## src/design/charge_cycle_pkg.sv

```systemverilog
/*
 Constants, state type and carrier structs for the charge-cycle supervisor.
 Assumes a 100 MHz system clock; long counts are overridable at the top.
*/
package charge_cycle_pkg;

   // ----------------------------------------------------------------
   // Timing
   // ----------------------------------------------------------------
   localparam int  CLK_HZ           = 100_000_000;
   localparam int  DEGLITCH_MS      = 25;
   localparam int  POWERUP_DELAY_MS = 1500;
   localparam int  SS_STEP_US       = 1600;
   localparam int  PRECHG_MIN       = 30;
   localparam longint DEGLITCH_CYC  = longint'(CLK_HZ) / 1000 * DEGLITCH_MS;
   localparam longint POWERUP_CYC   = longint'(CLK_HZ) / 1000 * POWERUP_DELAY_MS;
   localparam longint SS_STEP_CYC   = longint'(CLK_HZ) / 1000 * SS_STEP_US / 1000;
   localparam longint PRECHG_CYC    = longint'(CLK_HZ) * 60 * PRECHG_MIN;
   localparam int  CNT_W            = 40;

   // ----------------------------------------------------------------
   // Current target
   // ----------------------------------------------------------------
   localparam int        TGT_W         = 8;
   localparam int        SS_STEPS      = 8;
   localparam int        PRECHG_DIV    = 10;
   localparam logic [3:0] SS_STEP_LAST = 4'h8;

   // ----------------------------------------------------------------
   // Timer program pin decode
   // ----------------------------------------------------------------
   typedef enum logic [1:0] {
      TIMER_PROG_CAP   = 2'h0,   // Capacitor: timer and termination on
      TIMER_PROG_GND   = 2'h1,   // Pin to analog_ground: both off
      TIMER_PROG_REF   = 2'h2    // Pin to reference: timer off only
   } timer_mode_type;

   typedef enum {
      ST_OFF,
      ST_PRECHARGE,
      ST_FAST,
      ST_DONE,
      ST_FAULT
   } charge_state_type;

   // Comparator flags from the analog front end
   typedef struct packed {
      logic setpoint_below_low;   // charge_setpoint_pin < 40 mV
      logic setpoint_above_high;  // charge_setpoint_pin > 120 mV
      logic supply_uvlo;          // chip_supply below lockout
      logic supply_above_sense;   // chip_supply > battery_sense_node
      logic sense_above_supply;   // battery_sense_node > chip_supply
      logic adapter_overvoltage;  // adapter_qualify_input > 1.6 V
      logic adapter_undervoltage; // adapter_qualify_input < 0.5 V
      logic ldo_good;             // gate_drive_ldo and reference good
      logic thermal_shutdown;
      logic temp_fault;           // battery_temp_sense out of range
      logic adapter_path_fet;     // Path FET reported on
      logic below_low_battery;    // Battery under low_battery_threshold
      logic below_recharge;       // voltage_feedback under recharge level
      logic current_below_term;   // Charge current under termination
      logic in_voltage_reg;       // Voltage regulation loop active
   } flags_type;

   localparam int FLAGS_W = $bits(flags_type);

endpackage

```

## src/design/charge_cycle_controller.sv

```systemverilog
/*
 Supervisory state machine of a stand-alone switch-mode charger: decides
 when charging runs, in which phase, with what current target.
 Assumes comparator flags arrive asynchronously and the fast-charge timeout
 in clock cycles is supplied already converted from the program capacitor.
*/
module charge_cycle_controller
   import charge_cycle_pkg::*;
#(
   parameter longint PRECHG_LIMIT  = PRECHG_CYC,
   parameter longint POWERUP_LIMIT = POWERUP_CYC,
   parameter longint DEGLITCH_LIM  = DEGLITCH_CYC,
   parameter longint SS_STEP_LIM   = SS_STEP_CYC
)(
   // Clock and reset
   input  wire logic             sys_clk_i,
   input  wire logic             rst_i,
   input  wire logic             clk_en_i,
   // Analog comparator flags
   input  wire flags_type        flags_i,
   // Fast-charge timer programming and current setpoint
   input  wire timer_mode_type   timer_mode_i,
   input  wire logic [CNT_W-1:0] fast_timeout_cyc_i,
   input  wire logic [TGT_W-1:0] setpoint_code_i,
   // Charge control
   output logic                  charge_en_o,
   output logic                  precharge_o,
   output logic [TGT_W-1:0]      current_target_o,
   output logic                  input_fet_en_o,
   // Reference and status
   output logic                  ref_en_o,
   output logic                  sleep_o,
   output logic                  stat_out_o,
   output logic                  stat_oe_n_o,
   output logic                  fault_o,
   output logic                  done_o
);

   // ----------------------------------------------------------------
   // Synchronised flags
   // ----------------------------------------------------------------
   flags_type flg;
   logic [FLAGS_W-1:0] flg_vec;

   flag_sync #(
      .WIDTH (FLAGS_W)
   ) u_sync (
      .sys_clk_i (sys_clk_i),
      .rst_i     (rst_i),
      .clk_en_i  (clk_en_i),
      .async_i   (flags_i),
      .sync_o    (flg_vec)
   );
   assign flg = flags_type'(flg_vec);

   // ----------------------------------------------------------------
   // Registers
   // ----------------------------------------------------------------
   charge_state_type  state_ff, nxt_state;
   logic              setpoint_en_ff;
   logic              sleep_ff;
   logic              toggle_seen_ff;
   logic              por_pending_ff;
   logic [CNT_W-1:0]  pwr_cnt_ff;
   logic              pwr_done_ff;
   logic [CNT_W-1:0]  safety_cnt_ff;
   logic [CNT_W-1:0]  ss_cnt_ff;
   logic [3:0]        ss_step_ff;
   logic              recharge_prev_ff;
   logic              charge_en_ff;
   logic              precharge_ff;
   logic [TGT_W-1:0]  target_ff;
   logic              fet_en_ff;
   logic              stat_oe_n_ff;
   logic              stat_out_ff;
   logic              fault_ff;
   logic              done_ff;

   // ----------------------------------------------------------------
   // Setpoint hysteresis and toggle detect
   // ----------------------------------------------------------------
   wire nxt_setpoint_en = flg.setpoint_above_high ? 1'b1 :
                          flg.setpoint_below_low  ? 1'b0 : setpoint_en_ff;
   wire setpoint_rise   = nxt_setpoint_en && !setpoint_en_ff;

   // Enable conditions
   wire adapter_ok = !flg.adapter_overvoltage && !flg.adapter_undervoltage;
   wire nxt_sleep  = flg.supply_above_sense ? 1'b0 :
                     flg.sense_above_supply ? 1'b1 : sleep_ff;
   wire enable_ok  = setpoint_en_ff && !flg.supply_uvlo && !nxt_sleep &&
                     adapter_ok && pwr_done_ff && flg.ldo_good &&
                     !flg.thermal_shutdown && !flg.temp_fault &&
                     flg.adapter_path_fet;

   // New cycle triggers
   wire recharge_fall = flg.below_recharge && !recharge_prev_ff;
   wire setpoint_trig = setpoint_rise && toggle_seen_ff;
   wire new_cycle     = recharge_fall || setpoint_trig || por_pending_ff;

   // Phase selection with persistence filter
   logic low_batt_filt;
   deglitch_timer #(
      .LIMIT (DEGLITCH_LIM)
   ) u_phase (
      .sys_clk_i (sys_clk_i),
      .rst_i     (rst_i),
      .clk_en_i  (clk_en_i),
      .load_i    (new_cycle),
      .level_i   (flg.below_low_battery),
      .filt_o    (low_batt_filt)
   );

   // Timer modes
   wire timer_on = (timer_mode_i == TIMER_PROG_CAP);
   wire term_on  = (timer_mode_i != TIMER_PROG_GND);

   wire prechg_expired = (safety_cnt_ff >= CNT_W'(PRECHG_LIMIT - 1));
   wire fast_expired   = timer_on &&
                         (safety_cnt_ff >= fast_timeout_cyc_i);
   wire terminate      = term_on && flg.in_voltage_reg &&
                         !flg.below_recharge && flg.current_below_term;

   // ----------------------------------------------------------------
   // State decode
   // ----------------------------------------------------------------
   always_comb begin
      nxt_state = state_ff;
      case (state_ff)
         ST_OFF: begin
            if (enable_ok)
               nxt_state = low_batt_filt ? ST_PRECHARGE : ST_FAST;
         end
         ST_PRECHARGE: begin
            if (!enable_ok)
               nxt_state = ST_OFF;
            else if (prechg_expired)
               nxt_state = ST_FAULT;
            else if (!low_batt_filt)
               nxt_state = ST_FAST;
         end
         ST_FAST: begin
            if (!enable_ok)
               nxt_state = ST_OFF;
            else if (fast_expired)
               nxt_state = ST_FAULT;
            else if (low_batt_filt)
               nxt_state = ST_PRECHARGE;
            else if (terminate)
               nxt_state = ST_DONE;
         end
         ST_DONE: begin
            if (new_cycle)
               nxt_state = ST_OFF;
         end
         ST_FAULT: begin
            if (new_cycle)
               nxt_state = ST_OFF;
         end
         default: nxt_state = ST_OFF;
      endcase
      if (flg.supply_uvlo)
         nxt_state = ST_OFF;
   end

   wire charging   = (nxt_state == ST_PRECHARGE) || (nxt_state == ST_FAST);
   wire phase_chg  = (nxt_state != state_ff);
   wire fast_entry = (nxt_state == ST_FAST) && phase_chg;
   wire ss_tick    = (ss_cnt_ff >= CNT_W'(SS_STEP_LIM - 1));
   wire [3:0] nxt_ss_step = fast_entry ? 4'h1 :
                            (ss_tick && ss_step_ff < SS_STEP_LAST) ?
                            ss_step_ff + 4'h1 : ss_step_ff;
   wire [TGT_W+3:0] ramp_prod = setpoint_code_i * nxt_ss_step;
   wire [TGT_W-1:0] ramp_tgt  = TGT_W'(ramp_prod / SS_STEPS);
   wire [TGT_W-1:0] pre_tgt   = TGT_W'(setpoint_code_i / PRECHG_DIV);
   wire [TGT_W-1:0] nxt_target =
        (nxt_state == ST_FAST)      ? ramp_tgt :
        (nxt_state == ST_PRECHARGE) ? pre_tgt  : '0;
   wire nxt_fet_en = adapter_ok && !flg.supply_uvlo && !nxt_sleep;

   // ----------------------------------------------------------------
   // Condition tracking
   // ----------------------------------------------------------------
   always_ff @(posedge sys_clk_i or posedge rst_i) begin
      if (rst_i) begin
         setpoint_en_ff   <= 1'b0;
         sleep_ff         <= 1'b1;
         toggle_seen_ff   <= 1'b0;
         por_pending_ff   <= 1'b1;
         recharge_prev_ff <= 1'b0;
      end else if (clk_en_i) begin
         setpoint_en_ff   <= nxt_setpoint_en;
         sleep_ff         <= nxt_sleep;
         recharge_prev_ff <= flg.below_recharge;
         por_pending_ff   <= 1'b0;
         // Remember a disable so the following enable counts as a toggle
         if (setpoint_rise)
            toggle_seen_ff <= 1'b0;
         else if (!nxt_setpoint_en && setpoint_en_ff)
            toggle_seen_ff <= 1'b1;
      end
   end

   // Power-up delay after setpoint enable
   always_ff @(posedge sys_clk_i or posedge rst_i) begin
      if (rst_i) begin
         pwr_cnt_ff  <= '0;
         pwr_done_ff <= 1'b0;
      end else if (clk_en_i) begin
         if (flg.supply_uvlo || !setpoint_en_ff) begin
            pwr_cnt_ff  <= '0;
            pwr_done_ff <= 1'b0;
         end else if (pwr_cnt_ff >= CNT_W'(POWERUP_LIMIT - 1)) begin
            pwr_done_ff <= 1'b1;
         end else begin
            pwr_cnt_ff  <= pwr_cnt_ff + CNT_W'(1);
         end
      end
   end

   // Safety timer and soft-start step counter
   always_ff @(posedge sys_clk_i or posedge rst_i) begin
      if (rst_i) begin
         safety_cnt_ff <= '0;
         ss_cnt_ff     <= '0;
         ss_step_ff    <= '0;
      end else if (clk_en_i) begin
         if (!charging || phase_chg ||
             (state_ff == ST_FAST && !timer_on))
            safety_cnt_ff <= '0;
         else
            safety_cnt_ff <= safety_cnt_ff + CNT_W'(1);
         ss_cnt_ff  <= (fast_entry || ss_tick) ? '0 : ss_cnt_ff + CNT_W'(1);
         ss_step_ff <= nxt_ss_step;
      end
   end

   // State and registered outputs
   always_ff @(posedge sys_clk_i or posedge rst_i) begin
      if (rst_i) begin
         state_ff     <= ST_OFF;
         charge_en_ff <= 1'b0;
         precharge_ff <= 1'b0;
         target_ff    <= '0;
         fet_en_ff    <= 1'b0;
         stat_oe_n_ff <= 1'b1;
         stat_out_ff  <= 1'b0;
         fault_ff     <= 1'b0;
         done_ff      <= 1'b0;
      end else if (clk_en_i) begin
         state_ff     <= nxt_state;
         charge_en_ff <= charging;
         precharge_ff <= (nxt_state == ST_PRECHARGE);
         target_ff    <= nxt_target;
         fet_en_ff    <= nxt_fet_en;
         stat_oe_n_ff <= nxt_sleep || flg.supply_uvlo ||
                         !(charging || nxt_state == ST_FAULT);
         stat_out_ff  <= 1'b0;                                               // Open-drain pull
         fault_ff     <= (nxt_state == ST_FAULT);
         done_ff      <= (nxt_state == ST_DONE);
      end
   end

   assign charge_en_o      = charge_en_ff;
   assign precharge_o      = precharge_ff;
   assign current_target_o = target_ff;
   assign input_fet_en_o   = fet_en_ff;
   assign ref_en_o         = !sleep_ff;   // Driven by flop
   assign sleep_o          = sleep_ff;
   assign stat_out_o       = stat_out_ff;
   assign stat_oe_n_o      = stat_oe_n_ff;
   assign fault_o          = fault_ff;
   assign done_o           = done_ff;

endmodule // charge_cycle_controller

```

## src/design/deglitch_timer.sv

```systemverilog
/*
 Persistence filter: the output follows the input after the input has
 held its new value for LIMIT consecutive enabled cycles, or at once on load_i.
 Assumes a synchronous input.
*/
module deglitch_timer
   import charge_cycle_pkg::*;
#(
   parameter longint LIMIT = DEGLITCH_CYC
)(
   // Clock and reset
   input  wire logic sys_clk_i,
   input  wire logic rst_i,
   input  wire logic clk_en_i,
   // Filter
   input  wire logic load_i,     // Force output to level_i at once
   input  wire logic level_i,
   output logic      filt_o
);

   logic [CNT_W-1:0] cnt_ff;
   logic             filt_ff;

   wire differs  = (level_i != filt_ff);
   wire cnt_done = (cnt_ff >= CNT_W'(LIMIT - 1));

   // Count while input differs from output; restart on agreement
   always_ff @(posedge sys_clk_i or posedge rst_i) begin
      if (rst_i) begin
         cnt_ff  <= '0;
         filt_ff <= 1'b0;
      end else if (clk_en_i) begin
         if (load_i || (differs && cnt_done)) begin
            filt_ff <= level_i;
            cnt_ff  <= '0;
         end else if (differs) begin
            cnt_ff  <= cnt_ff + CNT_W'(1);
         end else begin
            cnt_ff  <= '0;
         end
      end
   end

   assign filt_o = filt_ff;

endmodule // deglitch_timer

```

## src/design/flag_sync.sv

```systemverilog
/*
 Two-flop synchroniser for a vector of asynchronous comparator flags.
 Assumes flags may change at any time relative to sys_clk_i.
*/
module flag_sync
   import charge_cycle_pkg::*;
#(
   parameter int WIDTH = 1
)(
   // Clock and reset
   input  wire logic             sys_clk_i,
   input  wire logic             rst_i,
   input  wire logic             clk_en_i,
   // Flags
   input  wire logic [WIDTH-1:0] async_i,
   output logic      [WIDTH-1:0] sync_o
);

   logic [WIDTH-1:0] meta_ff;
   logic [WIDTH-1:0] sync_ff;

   // ----------------------------------------------------------------
   // Per-bit two-stage chain
   // ----------------------------------------------------------------
   for (genvar b = 0; b < WIDTH; b++) begin : g_bit
      always_ff @(posedge sys_clk_i or posedge rst_i) begin
         if (rst_i) begin
            meta_ff[b] <= 1'b0;
            sync_ff[b] <= 1'b0;
         end else if (clk_en_i) begin
            meta_ff[b] <= async_i[b];
            sync_ff[b] <= meta_ff[b];
         end
      end
   end

   assign sync_o = sync_ff;

endmodule // flag_sync

```

## config.mk

```make
export PLATFORM = sky130hd
export DESIGN_NAME = charge_cycle_controller
export DESIGN_NICKNAME = d
export VERILOG_FILES = /design/src/design/charge_cycle_pkg.sv /design/src/design/charge_cycle_controller.sv /design/src/design/deglitch_timer.sv /design/src/design/flag_sync.sv
export SDC_FILE = /design/constraint.sdc
export NUM_CORES = 1
export LEC_CHECK = 0
export ABC_AREA = 1
export BUFFER_PORTS_ARGS = -buffer_cell sky130_fd_sc_hd__buf_2
export CAP_MARGIN = 20
export CELL_PAD_IN_SITES_DETAIL_PLACEMENT = 1
export CELL_PAD_IN_SITES_GLOBAL_PLACEMENT = 1
export CORE_MARGIN = 5
export CORE_UTILIZATION = 46
export CTS_BUF_LIST = sky130_fd_sc_hd__clkbuf_8 sky130_fd_sc_hd__clkbuf_16
export CTS_CLUSTER_DIAMETER = 150
export DETAILED_ROUTE_END_ITERATION = 10
export GPL_ROUTABILITY_DRIVEN = 0
export PLACE_DENSITY = 0.78
export SLEW_MARGIN = 20
export SYNTH_ARGS = -nofsm -noshare
export SYNTH_HDL_FRONTEND = slang
export SYNTH_SLANG_ARGS = --single-unit
```

## constraint.sdc

```tcl
create_clock -name sys_clk_i -period 10.1 [get_ports sys_clk_i]
set_input_delay 0.505 -clock sys_clk_i [delete_from_list [all_inputs] [get_ports sys_clk_i]]
set_output_delay 0.505 -clock sys_clk_i [all_outputs]
set_load 0.01 [all_outputs]
```

==> summary.log <==
INFO  outcome        outcome=completed
INFO  global_routing globalRoute.totalOverflow=0
INFO  placed_design  place.detailed.instances=2,400
INFO  clock_network  cts_post_setup_buffers_inserted=0
INFO  floorplanning  core_ar=31,600µm²
INFO  global_routing first_global_vias=14,112
INFO  floorplanning  die_w=189µm
INFO  logic_synthesis synth-seq-cells=247
INFO  worst_setup_path slack_of_the_worst_reg_to_reg_path=4820ps
INFO  sta            timing.setup.tns=0ps
INFO  worst_setup_path critical_path.slowest_cell=sky130_fd_sc_hd__fa_1
INFO  worst_setup_path criticalPathCategory=reg -> reg
INFO  floorplanning  core.rowCount=65
INFO  cells_and_area design_area=16,700µm²
INFO  cells_and_area fin_nets=2,169
INFO  routing        vias_per_cell=5.28
INFO  logic_synthesis synth-edff-count=0
INFO  worst_setup_path crit-reg2reg-capture=current_target_o[7]
INFO  worst_setup_path cell_with_the_most_instances_on_the_worst_path=sky130_fd_sc_hd__nand2_1
INFO  routing        drt_drc_violations_left=0
INFO  placed_design  io_buffers=83
INFO  placed_design  dp_worst_setup_slack=4890ps
INFO  clock_network  hold_buffers=0
INFO  sta            timing.max_slew.rel_slack=0.350
INFO  sta            fin_ws=4820ps
INFO  cells_and_area nFillCells=3,992
INFO  floorplanning  initial_core_util=0.468
INFO  worst_setup_path timing.rr.start=u_sync.sync_o[12]
INFO  sta            fmax=0.189GHz
INFO  logic_synthesis mappedNetlistArea=14,800µm²
INFO  routing        dr.first_iter.drc_count=579
INFO  worst_setup_path critical_path.max_fanout=5
INFO  floorplanning  floorplan.die_area=35,900µm²
INFO  worst_setup_path crit_path_max_incr_delay=540ps
INFO  logic_synthesis synth_cell_type_count=59
INFO  power          power_density=150nW/µm²
INFO  clock_network  cts_tree=built
INFO  logic_synthesis async_reset_ff_frac=1.00
INFO  run            timing.max_cap.violations=0
INFO  placed_design  placedInstanceArea=15,600µm²
INFO  worst_setup_path critical_path.n_buffers_inverters=4
INFO  cells_and_area final_core_utilization=0.527
INFO  placed_design  detailed_place_hpwl=29.5mm
INFO  worst_hold_path worst_hold_path_type=in -> async
INFO  logic_synthesis synth_area_per_cell=7.59µm²
INFO  global_routing grt_start_max_net_pins=102
INFO  worst_setup_path worstSetupPathDepth=28
INFO  clock_network  number_of_instances_resized_during_post_cts_repair=0
INFO  sta            transition_at_the_pin_with_the_smallest_max_transition_slack=975ps
INFO  worst_setup_path critPathLaunchType=flop
INFO  sta            report.final.hold_viol_count=0
INFO  floorplanning  die_h=189µm
INFO  routing        drt-pass1-iter-count=6
INFO  sta            fin_crit_sh=0.523
INFO  clock_network  htree_levels=1
INFO  sta            post_layout_min_period=5280ps
INFO  logic_synthesis post_synthesis_net_count=2,089
INFO  global_routing antenna_found_initial=0
INFO  power          total_power=2.50mW
INFO  sta            grt_setup_unrepaired=no
INFO  cells_and_area syn2layout_area_growth=12.5%
INFO  clock_network  cts_num_sinks=247
INFO  cells_and_area multiInputGateArea=7140µm²
INFO  sta            setup-violations-final=0
INFO  sta            count_of_final_max_slew_check_failures=0
INFO  sta            worst_clock_skew=17.6ps
INFO  routing        routedWlPerCell=16.3µm
INFO  cells_and_area regArea=6180µm²
INFO  logic_synthesis post_synth_inst_count=1,950
INFO  cells_and_area layout-drive-gt1-share=0.130
INFO  worst_setup_path worst-endpoint-arrival=5700ps
INFO  global_routing globalRouteTotalUtil=0.227
INFO  power          cellLeakagePower=8.39nW
INFO  worst_setup_path timing.reg2reg.worst_path_depth=28
INFO  logic_synthesis ys.warnings.count=0
INFO  worst_setup_path cp_data_required_time=10,520ps
INFO  sta            holdWs=89.2ps
INFO  clock_network  clk_pin_slew=60ps
INFO  clock_network  cts_max_path_buffers=3
INFO  worst_setup_path worst_setup_path_end_kind=flop
INFO  worst_setup_path critical_path.top_delay_family=simple AND/OR/NAND/NOR gates
INFO  power          ir_worst_vdd=0.000124V
INFO  cells_and_area antennaDiodeCount=0
INFO  clock_network  cts_made_buffers=30
INFO  floorplanning  io_pins=85
INFO  routing        wirelength=40.2mm
INFO  logic_synthesis yosys_most_used_dff=sky130_fd_sc_hd__dfrtp_1
INFO  routing        ant_nets=0
INFO  logic_synthesis seq_area_frac_synth=0.418
INFO  routing        vias_post_dr=12,964
INFO  clock_network  clock_latency=570ps
INFO  cells_and_area count_of_placed_standard_cells_in_the_final_layout_fillers_left_out=2,456
INFO  global_routing grt_pass1_wl=68.9mm
INFO  clock_network  ctsRootBufferMaster=sky130_fd_sc_hd__clkbuf_16
==> Yosys cell counts, drive strengths merged (27+ instances only) <==
cell type / instances / area (µm²)
clkbuf: 27 / 101
nor2: 276 / 1150
inv: 335 / 1260
o21ai: 79 / 403
dfrtp: 244 / 6110
ha: 59 / 738
nand2: 441 / 1720
xor2: 48 / 420
nand3: 106 / 561
nor4: 30 / 188
nor3: 52 / 290
a21oi: 94 / 549
nand4: 55 / 365
==> kinds of logic (layout without fill, tap and decap cells) <==
logic type      after synthesis  in the layout  synth area share
simple gates                982            982             0.299
flops                       247            247             0.418
fa+ha+maj                    71             71            0.0661
xor+xnor                     64             64            0.0379
other cells                   1              1          0.000253
buf+inv                     384            488            0.0999
compound gates              201            201            0.0793
==> registers in the layout (all words and copies together) (netlist names), 4 cells and up <==
name	flops
u_sync.meta_ff	15
current_target_o	8
safety_cnt_ff	40
u_phase.cnt_ff	40
ss_step_ff	4
u_sync.sync_o	15
state_ff	32
ss_cnt_ff	40
pwr_cnt_ff	40
==> how the worst max path moves through the flow <==
| stage | start | endpoint | slack (ps) |
|---|---|---|---|
| global placement | u_sync.sync_o[12] | current_target_o[7] | 5170 |
| global route | u_sync.sync_o[12] | current_target_o[7] | 4370 |
| CTS | u_sync.sync_o[12] | current_target_o[7] | 4810 |
| floorplan | rst_i | charge_en_o | 2810 |
| finish | u_sync.sync_o[12] | current_target_o[7] | 4820 |
| detailed placement | u_sync.sync_o[12] | current_target_o[7] | 4890 |
==> placed cells by master, fill, tap and decap left out, types with 7 or more instances in the layout <==
| cell | synthesis | layout |
|---|---|---|
| sky130_fd_sc_hd__buf_2 | 5 | 82 |
| sky130_fd_sc_hd__o21ai_0 | 70 | 70 |
| sky130_fd_sc_hd__nor3_1 | 46 | 46 |
| sky130_fd_sc_hd__a21oi_2 | 21 | 21 |
| sky130_fd_sc_hd__nand2_1 | 418 | 418 |
| sky130_fd_sc_hd__inv_1 | 305 | 308 |
| sky130_fd_sc_hd__nand2_2 | 21 | 21 |
| sky130_fd_sc_hd__fa_1 | 12 | 12 |
| sky130_fd_sc_hd__ha_1 | 59 | 59 |
| sky130_fd_sc_hd__nor4_1 | 30 | 30 |
| sky130_fd_sc_hd__nand3_1 | 100 | 100 |
| sky130_fd_sc_hd__xor2_1 | 48 | 48 |
| sky130_fd_sc_hd__nor2_2 | 10 | 10 |
| sky130_fd_sc_hd__a21oi_1 | 73 | 73 |
| sky130_fd_sc_hd__o21ai_1 | 7 | 7 |
| sky130_fd_sc_hd__nor2_1 | 255 | 255 |
| sky130_fd_sc_hd__nand4_1 | 53 | 53 |
| sky130_fd_sc_hd__buf_4 | 2 | 8 |
| sky130_fd_sc_hd__clkbuf_16 | 0 | 30 |
| sky130_fd_sc_hd__dfrtp_1 | 244 | 244 |
| sky130_fd_sc_hd__xnor2_1 | 16 | 16 |
| sky130_fd_sc_hd__clkinv_2 | 1 | 7 |
| sky130_fd_sc_hd__inv_2 | 30 | 30 |
| sky130_fd_sc_hd__nor2_4 | 10 | 10 |
==> power by group <==
group	internal, mW	switching (mW)	total [mW]
sequential	1.03	0.0293	1.05
clock	0.698	0.457	1.15
combinational	0.0869	0.202	0.289
total	1.81	0.688	2.50
==> area by class of cell <==
class,instances,share of cell area
clock buffer,30,0.0450
clock inverter,26,0.0188
inverter,341,0.0773
multi-input combinational,1319,0.429
sequential,247,0.371
tap,402,0.0302
timing repair buffer,91,0.0289
==> per-layer routing <==
metal	track usage	routed length, µm	vias up
li1	-	-	6336
met5	0	0	-
met2	0.407	19900	188
met1	0.291	18000	6367
met3	0.0253	1210	73
met4	0.0629	1080	0
==> worst register-to-register path: cells and delay by family, from the launching register on <==
family,cells,cell delay (ps)
flops,1,430
fa+ha+maj,3,1540
xor+xnor,2,360
compound gates,3,440
buf+inv,4,430
simple gates,16,1970
Note: power is estimated with default switching activity, not from simulation.
